## config.mk

```make
export PLATFORM = sky130hd
export DESIGN_NAME = spsa_serial_port
export DESIGN_NICKNAME = d
export VERILOG_FILES = /design/src/design/spsa_pkg.sv /design/src/design/spsa_sync_edge.sv /design/src/design/spsa_serial_port.sv
export VERILOG_INCLUDE_DIRS = /design/src /design/src/design
export SDC_FILE = /design/constraint.sdc
export NUM_CORES = 1
export LEC_CHECK = 0
export BUFFER_PORTS_ARGS = -buffer_cell sky130_fd_sc_hd__buf_2
export CORE_MARGIN = 2
export CORE_UTILIZATION = 54
export CTS_CLUSTER_DIAMETER = 120
export CTS_CLUSTER_SIZE = 16
export DETAILED_ROUTE_END_ITERATION = 10
export HOLD_SLACK_MARGIN = 0.03
export PLACE_DENSITY = 0.78
export SYNTH_ARGS = -nofsm -noshare
export SYNTH_HDL_FRONTEND = slang
export SYNTH_SLANG_ARGS = --single-unit
export TNS_END_PERCENT = 100
```

## constraint.sdc

```tcl
create_clock -name aclk -period 5.34 [get_ports aclk]
set_input_delay 0.267 -clock aclk [delete_from_list [all_inputs] [get_ports aclk]]
set_output_delay 0.267 -clock aclk [all_outputs]
set_load 0.05 [all_outputs]
```

## src/design/spsa_params.svh

```systemverilog
// Offsets, field positions, receive load values and timing counts of the serial port
`ifndef SPSA_PARAMS_SVH
`define SPSA_PARAMS_SVH
`define SPSA_AW          4
`define SPSA_A_CTRL      4'h0
`define SPSA_A_BUF       4'h4
`define SPSA_A_STAT      4'h8
`define SPSA_CB_MODE     0
`define SPSA_CB_REN      1
`define SPSA_CB_MP       2
`define SPSA_CB_RDBL     3
`define SPSA_CB_TSEL     4
`define SPSA_CB_RSEL     5
`define SPSA_CB_RI       6
`define SPSA_CB_TI       7
`define SPSA_CB_RB8      8
`define SPSA_RESP_OK     2'h0
`define SPSA_RESP_ERR    2'h2
`define SPSA_PH_S1P1     4'h0
`define SPSA_PH_S3P1     4'h4
`define SPSA_PH_S5P2     4'h9
`define SPSA_PH_S6P1     4'ha
`define SPSA_PH_S6P2     4'hb
`define SPSA_PH_LAST     4'hb
`define SPSA_DIV_LAST    4'hf
`define SPSA_SMP7        4'h6
`define SPSA_SMP8        4'h7
`define SPSA_SMP9        4'h8
`define SPSA_TX_DONE_POS 8'h01
`define SPSA_M0_RX_INIT  9'h1fe
`define SPSA_AS_RX_INIT  9'h1ff
`define SPSA_NSYNC       3
`define SPSA_SY_RXD      0
`define SPSA_SY_T1       1
`define SPSA_SY_T2       2
`endif

```

## src/design/spsa_pkg.sv

```systemverilog
// Types of the serial port: receive states and the state records
`include "spsa_params.svh"
package spsa_pkg;
    typedef enum logic [2:0] {
        SPSA_RX_IDLE  = 3'b001,
        SPSA_RX_SHIFT = 3'b010,
        SPSA_RX_ASYNC = 3'b100
    } spsa_rx_state_t;

    typedef struct packed {
        logic [`SPSA_NSYNC-1:0] s1;
        logic [`SPSA_NSYNC-1:0] s2;
        logic [`SPSA_NSYNC-1:0] s3;
    } spsa_sync_t;

    typedef struct packed {
        logic [3:0]     ph;
        logic           mode;
        logic           ren;
        logic           mp;
        logic           rdbl;
        logic           tsel;
        logic           rsel;
        logic           ri;
        logic           ti;
        logic           rb8;
        logic [7:0]     rbuf;
        logic [8:0]     tsh;
        logic           treq;
        logic           tarm;
        logic           tstart;
        logic           send;
        logic           tdat;
        logic           tlast;
        logic [3:0]     tdiv;
        logic           t1h;
        logic [8:0]     rsh;
        spsa_rx_state_t rst;
        logic           rpend;
        logic           rarm;
        logic           rlast;
        logic           rsmp;
        logic           first;
        logic           s7;
        logic           s8;
        logic [3:0]     rdiv;
        logic           txd;
        logic           aw_ok;
        logic           w_ok;
        logic [3:0]     awa;
        logic [31:0]    wd;
        logic           wbe;
        logic           bvalid;
        logic [1:0]     bresp;
        logic           rvalid;
        logic [31:0]    rdata;
        logic [1:0]     rresp;
    } spsa_state_t;
endpackage

```

## src/design/spsa_sync_edge.sv

```systemverilog
// Two-stage synchronisers with edge detection for the pin and timer inputs
`timescale 1ns/100ps
`include "spsa_params.svh"
module spsa_sync_edge (
    input  wire logic                   aclk,
    input  wire logic                   aresetn,
    input  wire logic [`SPSA_NSYNC-1:0] raw,
    output logic      [`SPSA_NSYNC-1:0] level,
    output logic      [`SPSA_NSYNC-1:0] rise,
    output logic      [`SPSA_NSYNC-1:0] fall
);
    import spsa_pkg::*;
    spsa_sync_t r_reg;
    spsa_sync_t r_next;

    // Only s2 and s3 are looked at; s1 may be metastable
    always_comb begin
        r_next    = r_reg;
        r_next.s1 = raw;
        r_next.s2 = r_reg.s1;
        r_next.s3 = r_reg.s2;
    end

    always_ff @(posedge aclk) begin
        if (!aresetn) begin
            r_reg <= '1;
        end else begin
            r_reg <= r_next;
        end
    end

    genvar i;
    generate
        for (i = 0; i < `SPSA_NSYNC; i++) begin : g_edge
            assign level[i] = r_reg.s2[i];
            assign rise[i]  = r_reg.s2[i] & ~r_reg.s3[i];
            assign fall[i]  = ~r_reg.s2[i] & r_reg.s3[i];
        end
    endgenerate
endmodule

```

## src/design/spsa_serial_port.sv

```systemverilog
// Serial port with shift-register mode and 10-bit asynchronous mode
`timescale 1ns/100ps
`include "spsa_params.svh"
// Notes on behaviour
// - Shift mode: data both ways on rxd pin, clock on txd, 8 bits LSB first.
// - Shift mode rate is fixed at core clock divided by 12.
// - Shift-mode buffer write loads marker, requests; one machine cycle before send.
// - Sending drives data and clock; clock low S3 to S5, high S6 to S2.
// - Each send cycle shifts transmit register right at S6P2, zero fill.
// - MSB out with marker beside: last shift, drop send, set tx done at S1P1.
// - Receive starts on enable and no rx done, here only with transmitter idle; load 111111110, then receive.
// - While receiving, shift clock toggles at S3P1 and S6P1.
// - Receive shifts left at S6P2, inserting pin value sampled at S5P2.
// - Zero reaches leftmost: load buffer, then clear receive, set rx done.
// - Async frame: start 0, 8 data LSB first, stop 1; stop into ninth bit.
// - Async rate from first timer; second timer may drive tx, rx or both.
// - First timer rate divided by 32, or by 16 when rate doubling is set.
// - Async buffer write loads marker, posts request; start follows a rollover.
// - Send gives start bit; data output one bit later; first shift one later.
// - Zero-fill shifting; last shift drops send, sets tx done at 10th rollover.
// - Receiver samples at 16x; falling edge resets counter and loads 1FFH.
// - Each bit sampled at counter states 7, 8 and 9; majority accepted.
// - Start bit not 0 aborts and hunts again; otherwise shift it in.
// - Frame ends with start leftmost; load only if rx done 0 and mp rule met.
// - Good load: stop to ninth bit, data to buffer, set rx done; hunt again.
module spsa_serial_port (
    input  wire logic                 aclk,
    input  wire logic                 aresetn,
    input  wire logic [`SPSA_AW-1:0]  s_axi_awaddr,
    input  wire logic                 s_axi_awvalid,
    output logic                      s_axi_awready,
    input  wire logic [31:0]          s_axi_wdata,
    input  wire logic [3:0]           s_axi_wstrb,
    input  wire logic                 s_axi_wvalid,
    output logic                      s_axi_wready,
    output logic [1:0]                s_axi_bresp,
    output logic                      s_axi_bvalid,
    input  wire logic                 s_axi_bready,
    input  wire logic [`SPSA_AW-1:0]  s_axi_araddr,
    input  wire logic                 s_axi_arvalid,
    output logic                      s_axi_arready,
    output logic [31:0]               s_axi_rdata,
    output logic [1:0]                s_axi_rresp,
    output logic                      s_axi_rvalid,
    input  wire logic                 s_axi_rready,
    input  wire logic                 rxd_i,
    output logic                      rxd_o,
    output logic                      rxd_oe,
    output logic                      txd_o,
    input  wire logic                 timer1_ovf,
    input  wire logic                 timer2_ovf
);
    import spsa_pkg::*;

    spsa_state_t            r_reg;
    spsa_state_t            r_next;
    logic [`SPSA_NSYNC-1:0] sy_lvl;
    logic [`SPSA_NSYNC-1:0] sy_rise;
    logic [`SPSA_NSYNC-1:0] sy_fall;

    ////////////////////////////////////////////////////////////////////////////
    spsa_sync_edge u_sync (
        .aclk    (aclk),
        .aresetn (aresetn),
        .raw     ({timer2_ovf, timer1_ovf, rxd_i}),
        .level   (sy_lvl),
        .rise    (sy_rise),
        .fall    (sy_fall)
    );

    function automatic logic [7:0] rev8(input logic [7:0] v);
        logic [7:0] o;
        for (int i = 0; i < 8; i++) begin
            o[i] = v[7-i];
        end
        return o;
    endfunction

    function automatic logic lowph(input logic [3:0] p);
        return (p >= `SPSA_PH_S3P1) && (p < `SPSA_PH_S6P1);
    endfunction

    ////////////////////////////////////////////////////////////////////////////
    logic       pin;
    logic       t1_tick;
    logic       tx_tick;
    logic       rx_tick;
    logic       tx_roll;
    logic       do_wr;
    logic       wr_ctrl;
    logic       wr_buf;
    logic       ti_set;
    logic       ri_set;
    logic       bitv;
    logic       rx_idle;
    logic [8:0] nsh;

    always_comb begin
        r_next  = r_reg;
        pin     = sy_lvl[`SPSA_SY_RXD];
        ti_set  = 1'b0;
        ri_set  = 1'b0;
        bitv    = 1'b0;
        nsh     = r_reg.rsh;
        rx_idle = (r_reg.rst == SPSA_RX_IDLE);

        // Machine cycle of 12 core clocks: S1P1 .. S6P2
        r_next.ph = (r_reg.ph == `SPSA_PH_LAST) ? `SPSA_PH_S1P1 : 4'(r_reg.ph + 4'h1);

        // 16x ticks: timer 1 halved unless doubled, or timer 2 directly
        if (sy_rise[`SPSA_SY_T1]) begin
            r_next.t1h = ~r_reg.t1h;
        end
        t1_tick = sy_rise[`SPSA_SY_T1] & (r_reg.rdbl | r_reg.t1h);
        tx_tick = r_reg.tsel ? sy_rise[`SPSA_SY_T2] : t1_tick;
        rx_tick = r_reg.rsel ? sy_rise[`SPSA_SY_T2] : t1_tick;
        if (tx_tick) begin
            r_next.tdiv = 4'(r_reg.tdiv + 4'h1);
        end
        tx_roll = tx_tick & (r_reg.tdiv == `SPSA_DIV_LAST);

        ////////////////////////////////////////////////////////////////////////
        // Register bus: address and data taken in either order
        if (s_axi_awvalid && s_axi_awready) begin
            r_next.aw_ok = 1'b1;
            r_next.awa   = s_axi_awaddr;
        end
        if (s_axi_wvalid && s_axi_wready) begin
            r_next.w_ok = 1'b1;
            r_next.wd   = s_axi_wdata;
            r_next.wbe  = s_axi_wstrb[0];
        end
        do_wr   = r_reg.aw_ok & r_reg.w_ok & ~r_reg.bvalid;
        wr_ctrl = do_wr & r_reg.wbe & (r_reg.awa == `SPSA_A_CTRL);
        wr_buf  = do_wr & r_reg.wbe & (r_reg.awa == `SPSA_A_BUF);
        if (do_wr) begin
            r_next.aw_ok  = 1'b0;
            r_next.w_ok   = 1'b0;
            r_next.bvalid = 1'b1;
            r_next.bresp  = (r_reg.awa == `SPSA_A_CTRL || r_reg.awa == `SPSA_A_BUF)
                            ? `SPSA_RESP_OK : `SPSA_RESP_ERR;
        end
        if (r_reg.bvalid && s_axi_bready) begin
            r_next.bvalid = 1'b0;
        end
        if (s_axi_arvalid && s_axi_arready) begin
            r_next.rvalid = 1'b1;
            r_next.rresp  = `SPSA_RESP_OK;
            case (s_axi_araddr)
                `SPSA_A_CTRL: r_next.rdata = {23'h0, r_reg.rb8, r_reg.ti, r_reg.ri, r_reg.rsel, r_reg.tsel,
                                              r_reg.rdbl, r_reg.mp, r_reg.ren, r_reg.mode};
                `SPSA_A_BUF:  r_next.rdata = {24'h0, r_reg.rbuf};
                `SPSA_A_STAT: r_next.rdata = {29'h0, r_reg.treq | r_reg.tarm | r_reg.tstart, ~rx_idle,
                                              r_reg.send};
                default: begin
                    r_next.rdata = 32'h0000_0000;
                    r_next.rresp = `SPSA_RESP_ERR;
                end
            endcase
        end
        if (r_reg.rvalid && s_axi_rready) begin
            r_next.rvalid = 1'b0;
        end

        ////////////////////////////////////////////////////////////////////////
        // Transmitter
        if (!r_reg.mode) begin
            if (r_reg.ph == `SPSA_PH_S1P1) begin
                if (r_reg.tlast) begin
                    r_next.send  = 1'b0;
                    r_next.tlast = 1'b0;
                    ti_set       = 1'b1;
                end else if (r_reg.tarm) begin
                    r_next.tarm = 1'b0;
                    r_next.send = 1'b1;
                end else if (r_reg.treq) begin
                    r_next.treq = 1'b0;
                    r_next.tarm = 1'b1;
                end
            end
            if (r_reg.ph == `SPSA_PH_S6P2 && r_reg.send && !r_reg.tlast) begin
                r_next.tsh = {1'b0, r_reg.tsh[8:1]};
                if (r_reg.tsh[8:1] == `SPSA_TX_DONE_POS) begin
                    r_next.tlast = 1'b1;
                end
            end
        end else begin
            if (tx_roll) begin
                if (r_reg.send) begin
                    if (!r_reg.tdat) begin
                        r_next.tdat = 1'b1;
                    end else begin
                        r_next.tsh = {1'b0, r_reg.tsh[8:1]};
                        if (r_reg.tsh[8:1] == `SPSA_TX_DONE_POS) begin
                            r_next.send = 1'b0;
                            r_next.tdat = 1'b0;
                            ti_set      = 1'b1;
                        end
                    end
                end else if (r_reg.treq) begin
                    r_next.treq   = 1'b0;
                    r_next.tstart = 1'b1;
                end
            end
            if (r_reg.ph == `SPSA_PH_S1P1 && r_reg.tstart) begin
                r_next.tstart = 1'b0;
                r_next.send   = 1'b1;
                r_next.tdat   = 1'b0;
            end
        end
        // A write while busy restarts the frame; software should wait for tx done
        if (wr_buf) begin
            r_next.tsh    = {1'b1, r_reg.wd[7:0]};
            r_next.treq   = 1'b1;
            r_next.tarm   = 1'b0;
            r_next.tstart = 1'b0;
            r_next.send   = 1'b0;
            r_next.tdat   = 1'b0;
            r_next.tlast  = 1'b0;
        end

        ////////////////////////////////////////////////////////////////////////
        // Receiver
        if (!r_reg.mode) begin
            if (r_reg.ph == `SPSA_PH_S1P1) begin
                if (r_reg.rlast) begin
                    r_next.rlast = 1'b0;
                    r_next.rst   = SPSA_RX_IDLE;
                    ri_set       = 1'b1;
                end else if (r_reg.rarm) begin
                    r_next.rarm = 1'b0;
                    r_next.rst  = SPSA_RX_SHIFT;
                end else if (rx_idle && !r_reg.rpend && r_reg.ren && !r_reg.ri
                             && !r_reg.send && !r_reg.treq && !r_reg.tarm) begin
                    r_next.rpend = 1'b1;
                end
            end
            if (r_reg.ph == `SPSA_PH_S5P2) begin
                r_next.rsmp = pin;
            end
            if (r_reg.ph == `SPSA_PH_S6P2) begin
                if (r_reg.rpend) begin
                    r_next.rpend = 1'b0;
                    r_next.rarm  = 1'b1;
                    r_next.rsh   = `SPSA_M0_RX_INIT;
                end else if (r_reg.rst == SPSA_RX_SHIFT && !r_reg.rlast) begin
                    nsh        = {r_reg.rsh[7:0], r_reg.rsmp};
                    r_next.rsh = nsh;
                    if (!nsh[8]) begin
                        r_next.rbuf  = rev8(nsh[7:0]);
                        r_next.rlast = 1'b1;
                    end
                end
            end
        end else begin
            case (r_reg.rst)
                SPSA_RX_IDLE: begin
                    if (sy_fall[`SPSA_SY_RXD]) begin
                        r_next.rdiv  = 4'h0;
                        r_next.rsh   = `SPSA_AS_RX_INIT;
                        r_next.first = 1'b1;
                        r_next.rst   = SPSA_RX_ASYNC;
                    end
                end
                SPSA_RX_ASYNC: begin
                    if (rx_tick) begin
                        r_next.rdiv = 4'(r_reg.rdiv + 4'h1);
                        if (r_reg.rdiv == `SPSA_SMP7) begin
                            r_next.s7 = pin;
                        end
                        if (r_reg.rdiv == `SPSA_SMP8) begin
                            r_next.s8 = pin;
                        end
                        if (r_reg.rdiv == `SPSA_SMP9) begin
                            // Two of three votes reject short glitches
                            bitv = (r_reg.s7 & r_reg.s8) | (r_reg.s7 & pin) | (r_reg.s8 & pin);
                            if (r_reg.first) begin
                                r_next.first = 1'b0;
                                if (bitv) begin
                                    r_next.rst = SPSA_RX_IDLE;
                                end else begin
                                    r_next.rsh = {r_reg.rsh[7:0], 1'b0};
                                end
                            end else if (!r_reg.rsh[8]) begin
                                // Stop bit arrives: start sits leftmost
                                if (!r_reg.ri && (!r_reg.mp || bitv)) begin
                                    r_next.rbuf = rev8(r_reg.rsh[7:0]);
                                    r_next.rb8  = bitv;
                                    ri_set      = 1'b1;
                                end
                                r_next.rst = SPSA_RX_IDLE;
                            end else begin
                                r_next.rsh = {r_reg.rsh[7:0], bitv};
                            end
                        end
                    end
                end
                default: begin
                    r_next.rst = SPSA_RX_IDLE;
                end
            endcase
        end

        ////////////////////////////////////////////////////////////////////////
        // Control writes; a hardware set in the same cycle wins the flag
        if (wr_ctrl) begin
            r_next.mode = r_reg.wd[`SPSA_CB_MODE];
            r_next.ren  = r_reg.wd[`SPSA_CB_REN];
            r_next.mp   = r_reg.wd[`SPSA_CB_MP];
            r_next.rdbl = r_reg.wd[`SPSA_CB_RDBL];
            r_next.tsel = r_reg.wd[`SPSA_CB_TSEL];
            r_next.rsel = r_reg.wd[`SPSA_CB_RSEL];
            r_next.ri   = r_reg.wd[`SPSA_CB_RI];
            r_next.ti   = r_reg.wd[`SPSA_CB_TI];
            if (!ri_set) begin
                r_next.rb8 = r_reg.wd[`SPSA_CB_RB8];
            end
        end
        if (ti_set) begin
            r_next.ti = 1'b1;
        end
        if (ri_set) begin
            r_next.ri = 1'b1;
        end

        ////////////////////////////////////////////////////////////////////////
        // Line drivers, registered against the next state
        if (!r_next.mode) begin
            if (r_next.send || r_next.rst == SPSA_RX_SHIFT) begin
                r_next.txd = ~lowph(r_next.ph);
            end else begin
                r_next.txd = 1'b1;
            end
        end else if (r_next.send) begin
            r_next.txd = r_next.tdat ? r_next.tsh[0] : 1'b0;
        end else begin
            r_next.txd = 1'b1;
        end
    end

    always_ff @(posedge aclk) begin
        if (!aresetn) begin
            r_reg     <= '0;
            r_reg.rst <= SPSA_RX_IDLE;
            r_reg.txd <= 1'b1;
        end else begin
            r_reg <= r_next;
        end
    end

    ////////////////////////////////////////////////////////////////////////////
    assign s_axi_awready = ~r_reg.aw_ok & ~r_reg.bvalid;
    assign s_axi_wready  = ~r_reg.w_ok & ~r_reg.bvalid;
    assign s_axi_bvalid  = r_reg.bvalid;
    assign s_axi_bresp   = r_reg.bresp;
    assign s_axi_arready = ~r_reg.rvalid;
    assign s_axi_rvalid  = r_reg.rvalid;
    assign s_axi_rdata   = r_reg.rdata;
    assign s_axi_rresp   = r_reg.rresp;
    assign txd_o         = r_reg.txd;
    assign rxd_o         = r_reg.tsh[0];
    assign rxd_oe        = r_reg.send & ~r_reg.mode;
endmodule

```

# Word level (Yosys, flattened, before mapping)
# Cells that the tools add are included.
# totals
regBits,128
output_inout_bits,44
# classes
bitwise_logic,34
n_addsub,3
n_eq_ne,38
n_mux,106
n_reduce_logical,58
n_lt_le_gt_ge,2
# ops
cell,n
$mux 9,15
$mux 12,5
$mux 1,54
$mux 8,5
$pmux 9 s3,1
$mux 3,7
$eq 4x4->1 const B,5
$mux 10,2
$reduce_and 4->1,5
$pmux 9 s2,1
$logic_and 1x1->1,17
$and 1x1->1,16
$eq 4x3->1 const B,4
$mux 2,8
$mux 15,1
$ne 2x1->1 const B,7
$reduce_bool 2->1,7
$not 1->1,13
$add 4x1->4 const B,3
$logic_not 4->1,3
$ne 3x1->1 const B,4
$ne 2x2->1 const B,5
$reduce_and 10->1,1
$reduce_and 5->1,2
25 further kinds,50

# Logic depth before layout (Yosys ltp)
# Gate-level depths: netlist of the first run.
# logic_depth
ltp_word,16
depth_mapped,7
ltp_nobuf,7

# Modules after synthesis
# From an unflattened synthesis of the first run, not the netlist that was laid out.
# unflattened
cells_unflattened,578
hier_area_um2,4963.5
# by_module_without_submodules
module,n_inst,area_per_inst_um2,cells_per_inst
spsa_serial_port,1,4667.0,551
spsa_sync_edge,1,296.5,27

# Least setup slack after synthesis of the first run
# No wires, ideal clock.
# synth_path
kind,flip-flop to flip-flop
start,register r_reg[108] in the netlist's numbering
end,register r_reg (netlist bit txd_o)
setup_slack_ns,3.022
arrival_time_ns,2.212
required_time_ns,5.234
path_stages_with_launch,7
n_path_buf,1
synth_period_minus_slack_ns,2.318
path_cell_list,dfxtp_1 nor2b_1 nor4b_1 a31oi_1 buf_2 mux2i_1 o311ai_0
# synth_between
elab_chain_cells,8
# synth_rtl
item,line_no,rtl
from (decl),spsa_serial_port.sv:55,spsa_state_t r_reg;
from (signal assigned),spsa_serial_port.sv:347,r_reg <= r_next;
$mux 2 (tied with other cells),spsa_serial_port.sv:189,if (r_reg.send) begin
$mux 3 (tied with other cells),spsa_serial_port.sv:188,if (tx_roll) begin
$mux 3 (tied with other cells),spsa_serial_port.sv:205,if (r_reg.ph == `SPSA_PH_S1P1 && r_reg.tstart) begin
$mux 1 or $mux 10 (tied branches),spsa_serial_port.sv:167,if (!r_reg.mode) begin
$mux 15 *,spsa_serial_port.sv:212,if (wr_buf) begin
$mux 1 or $logic_or 1x1->1 (tied branches),"spsa_serial_port.sv:335, spsa_serial_port.sv:329",
"$mux 1, on equally long branches","spsa_serial_port.sv:334, spsa_serial_port.sv:329",
$mux 1 *,spsa_serial_port.sv:328,if (!r_next.mode) begin
# Every way passes the cells marked *; elsewhere a longest branch is shown, timed or not. The select of a mux whose other input is x is not followed.
# A chain may end at the register's enable or synchronous reset.

# Final worst setup path of the first run
# layout_path
start,register r_reg[137] in the netlist's numbering
end,register r_reg (netlist bit txd_o)
# layout_between
elab_chain_cells,5
# layout_rtl
item,line_no,rtl
$mux 12 (tied with other cells),spsa_serial_port.sv:224,if (!r_reg.mode) begin
$eq 3x2->1 or $mux 15 (tied branches),"spsa_serial_port.sv:329, spsa_serial_port.sv:212",
$logic_or 1x1->1 or $mux 1 (tied branches),"spsa_serial_port.sv:329, spsa_serial_port.sv:335",
"$mux 1, on equally long branches","spsa_serial_port.sv:329, spsa_serial_port.sv:334",
$mux 1 *,spsa_serial_port.sv:328,
# Marks and branches as above.

==> results.cfg, run 1 <==
[timing]
hold_violations = 0
worst_slack_ns = 2.57
max_freq_mhz = 361
rsz0062_at_grt = no
worst_slew_pin_slew_ns = 1.19
relSlewSlack_pct = 20.2
post-route-period-util_pct = 51.9
min_period_ns = 2.77
slew_violations = 0
tns_ns = 0
finClkSkew_ns = 0.00676
setup_viol = 0

[floorplan]
die-width_um = 100
io_pins = 98
initial_core_util_pct = 55.0
dieArea_mm2 = 0.0101
num_rows = 35
fp.dieH_um = 100
core_mm2 = 0.00911

[routing]
drc = 0
routedWlPerCell_um = 14.5
routed_wl_mm = 10.5
drtIter0Drc = 192
avgViaCountPerCell = 5.72
ant_nets = 0
first_pass_iters = 5
via_count = 4138

[setup_path]
cp.arrival_ns = 3.04
cp_cell_sequence = nor2b_1, nor4b_1, a31oi_1, mux2i_1, o311ai_0
crit_fanout = 21
r2r_slack_ns = 2.57
worstSetupPathType = reg -> reg
cpPeakStageDelay_ns = 0.88
endpoint_kind = register
crit_slowest_cell = a31oi_1
cp.required_ns = 5.61
cp-start-kind = register

[power]
power_w = 0.00147
p_per_area_mw_per_mm2 = 277
ir_drop_v = 0.000169
power_leakage_nw = 2.15

[synthesis]
seq_area_frac_synth_pct = 41.1
synth_area_mm2 = 0.00501
syn_avg_cell_area_um2 = 8.54
synth_edf_count = 0
async_flop_share_pct = 0
synthSimpleGateAreaFrac_pct = 23.2
synth_xor_area_share_pct = 0.874
ys.flop_type = dfxtp_1
synth_top_family_by_area = simple AND/OR/NAND/NOR gates
ys_ff_latch = 103
synth.distinct_cells = 65
synth_mux_area_share_pct = 7.01
synth_compound_area_share_pct = 17.3
synth_fa_ha_area_share_pct = 1.95
yosys_warnings = 0
syn_inst = 587

[placed_design]
port_buffers = 46
dpl_worst_slack_ns = 2.62
gp_congestion = 0.861
dp_cells = 707
dp_hpwl_mm = 7.39
dpl_cell_area_mm2 = 0.00510

[finish]
fin_nets = 668
nFillCells = 812
largest_register_ffs = 79
area_delta_synth_final_pct = 6.09
antenna_cells = 0
drive_gt1_share_pct = 12.7
fin_cells = 723
fin_area_mm2 = 0.00532

[grt]
grt_usage_pct = 21.3
antenna_found_initial = 0
grt_pass1_vias = 3722
grt_max_degree = 59
grt_pass1_wl_mm = 17.3
grt-ovfl-total = 0

[run]
cap_violations = 0

[clock_network]
cts_setup_buffers = 0
postCtsHoldBufs = 0
clk_latency_ns = 0.37
tritoncts = yes
cts_buffer_depth = 2
cts_root_buffer = clkbuf_8
postCtsResizedCells = 0
cts_sinks = 103
htreeDepth = 3
cts-buffers-inserted = 9
clk_pin_slew_ns = 0.11

[status]
outcome = completed

[min_path]
min_path_type = in -> reg
## metal layers
layer  vias to the layer above  share of wire [%]  GRT usage, %
li1                       2068                  -             -
met1                      1912                 45          26.6
met2                       136                 47          35.7
met3                        22                5.3          5.64
met4                         0                2.4          7.48
met5                         -                  0             0
## path summary, 6_finish.rpt
kind / from / to / cells after the start
min reg2reg: u_sync.r_next[3] / u_sync.level[0] / 1
max reg2reg: r_reg[137] / txd_o / 5
min: rxd_i / u_sync.r_next[3] / 2
max: r_reg[137] / txd_o / 5
## logic make-up after synthesis
kind of cell               Yosys count
AOI/OAI and AO/OA                  136
buffers and inverters               75
and+or+nand+nor                    224
muxes                               35
adders and majority gates            8
other                                1
DFF                                103
xor gates and xnor gates             5
## power breakdown
group          internal (W)  switching, W  leakage (nW)  total, W
logic             0.0000397      0.000115          1.22  0.000155
registers          0.000785     0.0000146         0.836  0.000799
clock network      0.000227      0.000290         0.104  0.000517
total               0.00105      0.000419          2.15   0.00147
## cell usage after synthesis, drive strengths merged (3+ instances only)
cell type / number / area (um2)
a211oi: 7 / 52.6
nand2: 51 / 194
o22ai: 5 / 31.3
inv: 12 / 45.0
o31ai: 3 / 27.5
o21ai: 30 / 150
nand4: 7 / 43.8
a22oi: 7 / 52.6
nand3: 11 / 65.1
dfxtp: 103 / 2060
clkbuf: 18 / 67.6
nor3b: 7 / 63.8
nor4b: 3 / 26.3
and2: 4 / 25.0
and3: 5 / 31.3
nand3b: 8 / 60.1
a21oi: 48 / 240
mux2i: 34 / 340
ha: 7 / 87.6
buf: 44 / 307
nor2: 72 / 270
o221a: 7 / 78.8
nor2b: 14 / 87.6
a31oi: 12 / 75.1
nor4: 4 / 25.0
xor2: 4 / 35.0
nor3: 8 / 40.0
nand2b: 16 / 108
## worst max-delay path: cells and delay by family (launching register included)
family / cells / cell delay [ns]
compound gates: 2 / 1.25
flops: 1 / 0.82
mux: 1 / 0.23
simple gates: 2 / 0.38
## metrics by stage
stage	hold slack, ns	util (%)
finish	0.0694	58.4
global route	0.0466	58.4
CTS	0.0579	58.4
detailed placement	0.393	56.0
global placement	0.394	56.0
floorplan	0.368	-
## final cells by class
cell class	instances	area, um2	area share, %
clock buffers	9	124	2.33
inverters	13	48.8	0.918
clock inverters	7	88.8	1.67
flip-flops and latches	103	2060	38.8
repair buffers	47	238	4.47
multi-input cells	433	2620	49.2
well taps	111	139	2.61
## cells in the final DEF (no fill, tap or decap), drive strengths merged, types with 12 or more instances in the layout
cell type and n:
dfxtp 103, nor2 72, nand2 51, a21oi 48
buf 47, mux2i 34, o21ai 30, conb 25
nand2b 16, inv 16, nor2b 14, a31oi 12
Note: power is estimated with default switching activity, not from simulation.
==> run 2: changes to the inputs <==
Clock period 5.34 ns to 2.88 ns, I/O delays scaled along.
==> run 2 against run 1 <==
  * Largest power group unchanged
  * Wire length is 3.2% higher
  * Cell area is 4.6% higher
  * Sequential share of layout area is 1.7 points lower
  * Critical endpoint is now r_reg[128]
  * Die area stayed put
  * Highest routed layer unchanged
  * Clock power is 70% higher
  * Hold slack worse by 0.028 ns
  * Maximum frequency is 19% higher
==> results.cfg, run 2 (synthesized netlist as in run 1, its figures left out) <==
[clock_network]
htreeDepth = 3
clk_pin_slew_ns = 0.09
postCtsHoldBufs = 17
cts_buffer_depth = 2
cts_sinks = 103
cts_root_buffer = clkbuf_8
clk_latency_ns = 0.36
postCtsResizedCells = 0
cts-buffers-inserted = 9
tritoncts = yes
cts_setup_buffers = 0

[setup_path]
worstSetupPathType = reg -> reg
r2r-start = r_reg[137]
cp-startpoint = r_reg[137]
endpoint_kind = register
cp-start-kind = register
cp.arrival_ns = 2.61
crit_fanout = 12
cp.required_ns = 3.16

[placed_design]
dp_hpwl_mm = 7.69
port_buffers = 46
dpl_worst_slack_ns = 0.638
dpl_cell_area_mm2 = 0.00520
gp_congestion = 0.882
dp_cells = 720

[timing]
slew_violations = 0
hold_violations = 0
relSlewSlack_pct = 51.2
worst_slack_ns = 0.551
finClkSkew_ns = 0.00928
min_period_ns = 2.33
post-route-period-util_pct = 80.9
setup_viol = 0
tns_ns = 0
worst_slew_pin_slew_ns = 0.728
max_freq_mhz = 429
rsz0062_at_grt = no

[floorplan]
io_pins = 98
dieArea_mm2 = 0.0101
die-width_um = 100
num_rows = 35
fp.dieH_um = 100
core_mm2 = 0.00911
initial_core_util_pct = 55.0

[power]
power_leakage_nw = 2.28
ir_drop_v = 0.000230
p_per_area_mw_per_mm2 = 481

[finish]
largest_register_ffs = 79
area_delta_synth_final_pct = 11.0
final_util_pct = 61.1
fin_cells = 753
drive_gt1_share_pct = 14.0
antenna_cells = 0
final_common_cell = dfxtp_1
final_cell_mix = dfxtp_1, nor2_1, nand2_1
fin_nets = 698
fin_area_mm2 = 0.00556

[grt]
grt_max_degree = 37
grt_pass1_vias = 3953
grt-ovfl-total = 0
grt_usage_pct = 21.8
grt_pass1_wl_mm = 17.8
antenna_found_initial = 0

[status]
outcome = completed

[routing]
drtIter0Drc = 169
routed_wl_mm = 10.8
drc = 0
routedWlPerCell_um = 14.3
via_count = 4201
first_pass_iters = 4
avgViaCountPerCell = 5.58
ant_nets = 0

[min_path]
min_path_type = in -> reg
hold_path.startpoint = s_axi_awaddr[1]

[run]
cap_violations = 0
==> run 2: final timing paths <==
| path | end | slack (ns) | cells after the start |
|---|---|---|---|
| min reg2reg | u_sync.level[1] | 0.42 | 1 |
| max | r_reg[128] | 0.55 | 7 |
| min | r_reg[72] | 0.04 | 3 |
| max reg2reg | r_reg[128] | 0.55 | 7 |
==> run 2: critical path: stages, from the launching register on <==
cell      delay, ns
dfxtp_1        0.66
buf_4          0.26
and4bb_2       0.33
o21ai_0        0.11
nor4_1         0.37
buf_4          0.23
nand2_1        0.07
a31oi_1        0.21
==> run 2: metrics by stage <==
| step | power, W | hold slack [ns] |
|---|---|---|
| final | 0.00268 | 0.0414 |
| after CTS | 0.00269 | 0.0389 |
| after global placement | 0.00180 | 0.327 |
| after detailed placement | 0.00181 | 0.328 |
| after global routing | 0.00279 | 0.0480 |
| after floorplan | 0.00177 | 0.245 |
==> run 2: area by class of cell <==
class	instances	area, um2
clock buffer	10	128
clock inverter	6	61.3
fill	813	3550
inverter	13	48.8
multi-input combinational	433	2620
sequential	103	2060
tap	111	139
timing repair buffer	77	505
==> run 2: power by group <==
group	internal, W	total (W)	switching (W)
registers	0.00145	0.00148	0.0000276
clock network	0.000399	0.000881	0.000481
logic	0.0000939	0.000313	0.000219
total	0.00195	0.00268	0.000729
==> run 2: metal layers <==
layer	share of wire, %	GRT usage (%)	routed length (um)
met4	1.5	8.43	165
met3	3.7	3.27	399
met5	0	0	0
met2	49	37.6	5320
met1	45	27.3	4900
==> run 3: changes to the inputs <==
Settings changed: ABC_AREA set to 1.
Clock period 2.88 ns to 2.19 ns, I/O delays scaled along.
==> run 3 against run 2 <==
  * Final cell count increased by 24%
  * Worst setup slack got worse by 0.22 ns
  * Register-to-register slack got worse by 0.22 ns
  * Core utilization increased by 1.2 points
  * Critical path depth increased by 3
  * Critical endpoint is now r_reg[113]
  * Largest power group unchanged
  * Highest routed layer unchanged
==> results.cfg, run 3 <==
[routing]
ant_nets = 0
first_pass_iters = 5
drtIter0Drc = 182
avgViaCountPerCell = 5.12
via_count = 4789
routedWlPerCell_um = 12.9
drc = 0
routed_wl_mm = 12.0

[timing]
rsz0062_at_grt = no
max_freq_mhz = 537
relSlewSlack_pct = 65.7
finClkSkew_ns = 0.0147
min_period_ns = 1.86
setup_viol = 0
worst_slack_ns = 0.329
hold_violations = 0
slew_violations = 0
worst_slew_pin_slew_ns = 0.510
post-route-period-util_pct = 85.0
tns_ns = 0

[grt]
antenna_found_initial = 0
grt_pass1_vias = 4473
grt_max_degree = 55
grt_usage_pct = 23.8
grt_pass1_wl_mm = 19.9
grt-ovfl-total = 0

[clock_network]
cts-buffers-inserted = 9
cts_sinks = 103
clk_pin_slew_ns = 0.11
cts_root_buffer = clkbuf_8
clk_latency_ns = 0.37
tritoncts = yes
htreeDepth = 3
cts_buffer_depth = 2

[floorplan]
fp.dieH_um = 102
dieArea_mm2 = 0.0104
num_rows = 35
die-width_um = 102
initial_core_util_pct = 55.8
io_pins = 98
core_mm2 = 0.00928

[synthesis]
synth_top_area_share_pct = 39.8
seq_area_frac_synth_pct = 39.8
synth_area_leaders = dfxtp_1, nand2_1, inv_1
async_flop_share_pct = 0
ys_ff_latch = 103
netlist_top_cells_count = nand2_1, dfxtp_1, inv_1
synth_area_mm2 = 0.00518
synth.most_common_cell = nand2_1
synth_edf_count = 0
syn_avg_cell_area_um2 = 6.93
yosys_warnings = 0
ys.flop_type = dfxtp_1
syn_inst = 748
yosys.area.top_type = dfxtp_1
synth.distinct_cells = 45

[placed_design]
gp_congestion = 0.908
port_buffers = 46
dpl_cell_area_mm2 = 0.00534
dp_hpwl_mm = 8.56
dpl_worst_slack_ns = 0.354
dp_cells = 898

[finish]
final_cell_mix = nand2_1, dfxtp_1, inv_1
final_common_cell = nand2_1
largest_register_ffs = 79
fin_cells = 935
antenna_cells = 0
area_delta_synth_final_pct = 11.5
drive_gt1_share_pct = 13.0
fin_nets = 862
fin_area_mm2 = 0.00578

[power]
power_w = 0.00375
ir_drop_v = 0.000391
power_leakage_nw = 2.60
p_per_area_mw_per_mm2 = 648

[setup_path]
cpPeakStageDelay_ns = 0.42
endpoint_kind = register
worstSetupPathType = reg -> reg
cp-start-kind = register
cp_cell_sequence = ha_1, nand3_2, inv_2, nand3_1, a21oi_1, nand2_2, nand3_1, o21ai_0, o21ai_0, inv_1
cp.required_ns = 2.47
cp.arrival_ns = 2.14
crit_fanout = 10
crit_slowest_cell = dfxtp_1

[min_path]
min_path_type = in -> reg

[run]
cap_violations = 0

[status]
outcome = completed
==> run 3: changes by cell type in the layout (fill, tap and decap cells not counted), sizes merged, moves of 16 or more <==
| cell | delta |
|---|---|
| nand2 | +108 |
| inv | +98 |
| mux2i | -34 |
| o21ai | +30 |
| nand3 | +29 |
| nor2 | +24 |
| nand2b | -16 |
==> run 3: worst paths after layout <==
| path | end | slack [ns] | cells past startpoint | start |
|---|---|---|---|---|
| setup reg to reg | r_reg[113] | 0.33 | 10 | r_reg[138] |
| setup / recovery | r_reg[113] | 0.33 | 10 | r_reg[138] |
| hold reg to reg | u_sync.level[0] | 0.43 | 1 | u_sync.r_next[3] |
| hold / removal | s_axi_rvalid | 0.05 | 3 | s_axi_rready |
==> run 3: metal layers <==
metal	share of wire (%)	global-route usage (%)
met2	50	42.5
met3	5.3	5.27
met1	43	28.5
met5	0	0
met4	1.4	7.28
==> run 3: layout make-up <==
cell class | count | area [um2]
clock buffer | 10 | 138
timing repair buffer | 73 | 498
tap | 129 | 161
multi-input combinational | 506 | 2420
clock inverter | 6 | 86.3
inverter | 108 | 408
sequential | 103 | 2060
fill | 829 | 3510
==> run 3: per-stage QoR <==
| step | utilization [%] | hold slack, ns |
|---|---|---|
| final | 62.2 | 0.0481 |
| after floorplan | - | 0.216 |
| after global placement | 57.6 | 0.296 |
| after CTS | 62.2 | 0.0343 |
| after global routing | 62.2 | 0.0572 |
| after detailed placement | 57.6 | 0.298 |
==> run 3: critical path, delay by kind of cell (launching register included) <==
family,cells,cell delay [ns]
flops,1,0.42
compound gates,3,0.39
fa+ha+maj,1,0.22
buf+inv,2,0.18
simple gates,4,0.57
==> run 3: where the power goes <==
| part | switching, W | total [W] | internal [W] |
|---|---|---|---|
| clock network | 0.000710 | 0.00130 | 0.000592 |
| logic | 0.000345 | 0.000472 | 0.000126 |
| registers | 0.0000443 | 0.00197 | 0.00193 |
| total | 0.00110 | 0.00375 | 0.00265 |
==> run 3: repair_timing <==
item	4_1_cts	5_1_grt
setup buffers	0	0
hold endpoints to repair	19	0
setup endpoints to repair	0	0
hold buffers	21	0
gates resized for setup	0	0
==> run 3: logic make-up after synthesis <==
logic type	share of synthesized area, %
flops	39.8
buf+inv	15.1
simple gates	28.7
other cells	0.0724
compound gates	14.4
xor+xnor	0.169
fa+ha+maj	1.69
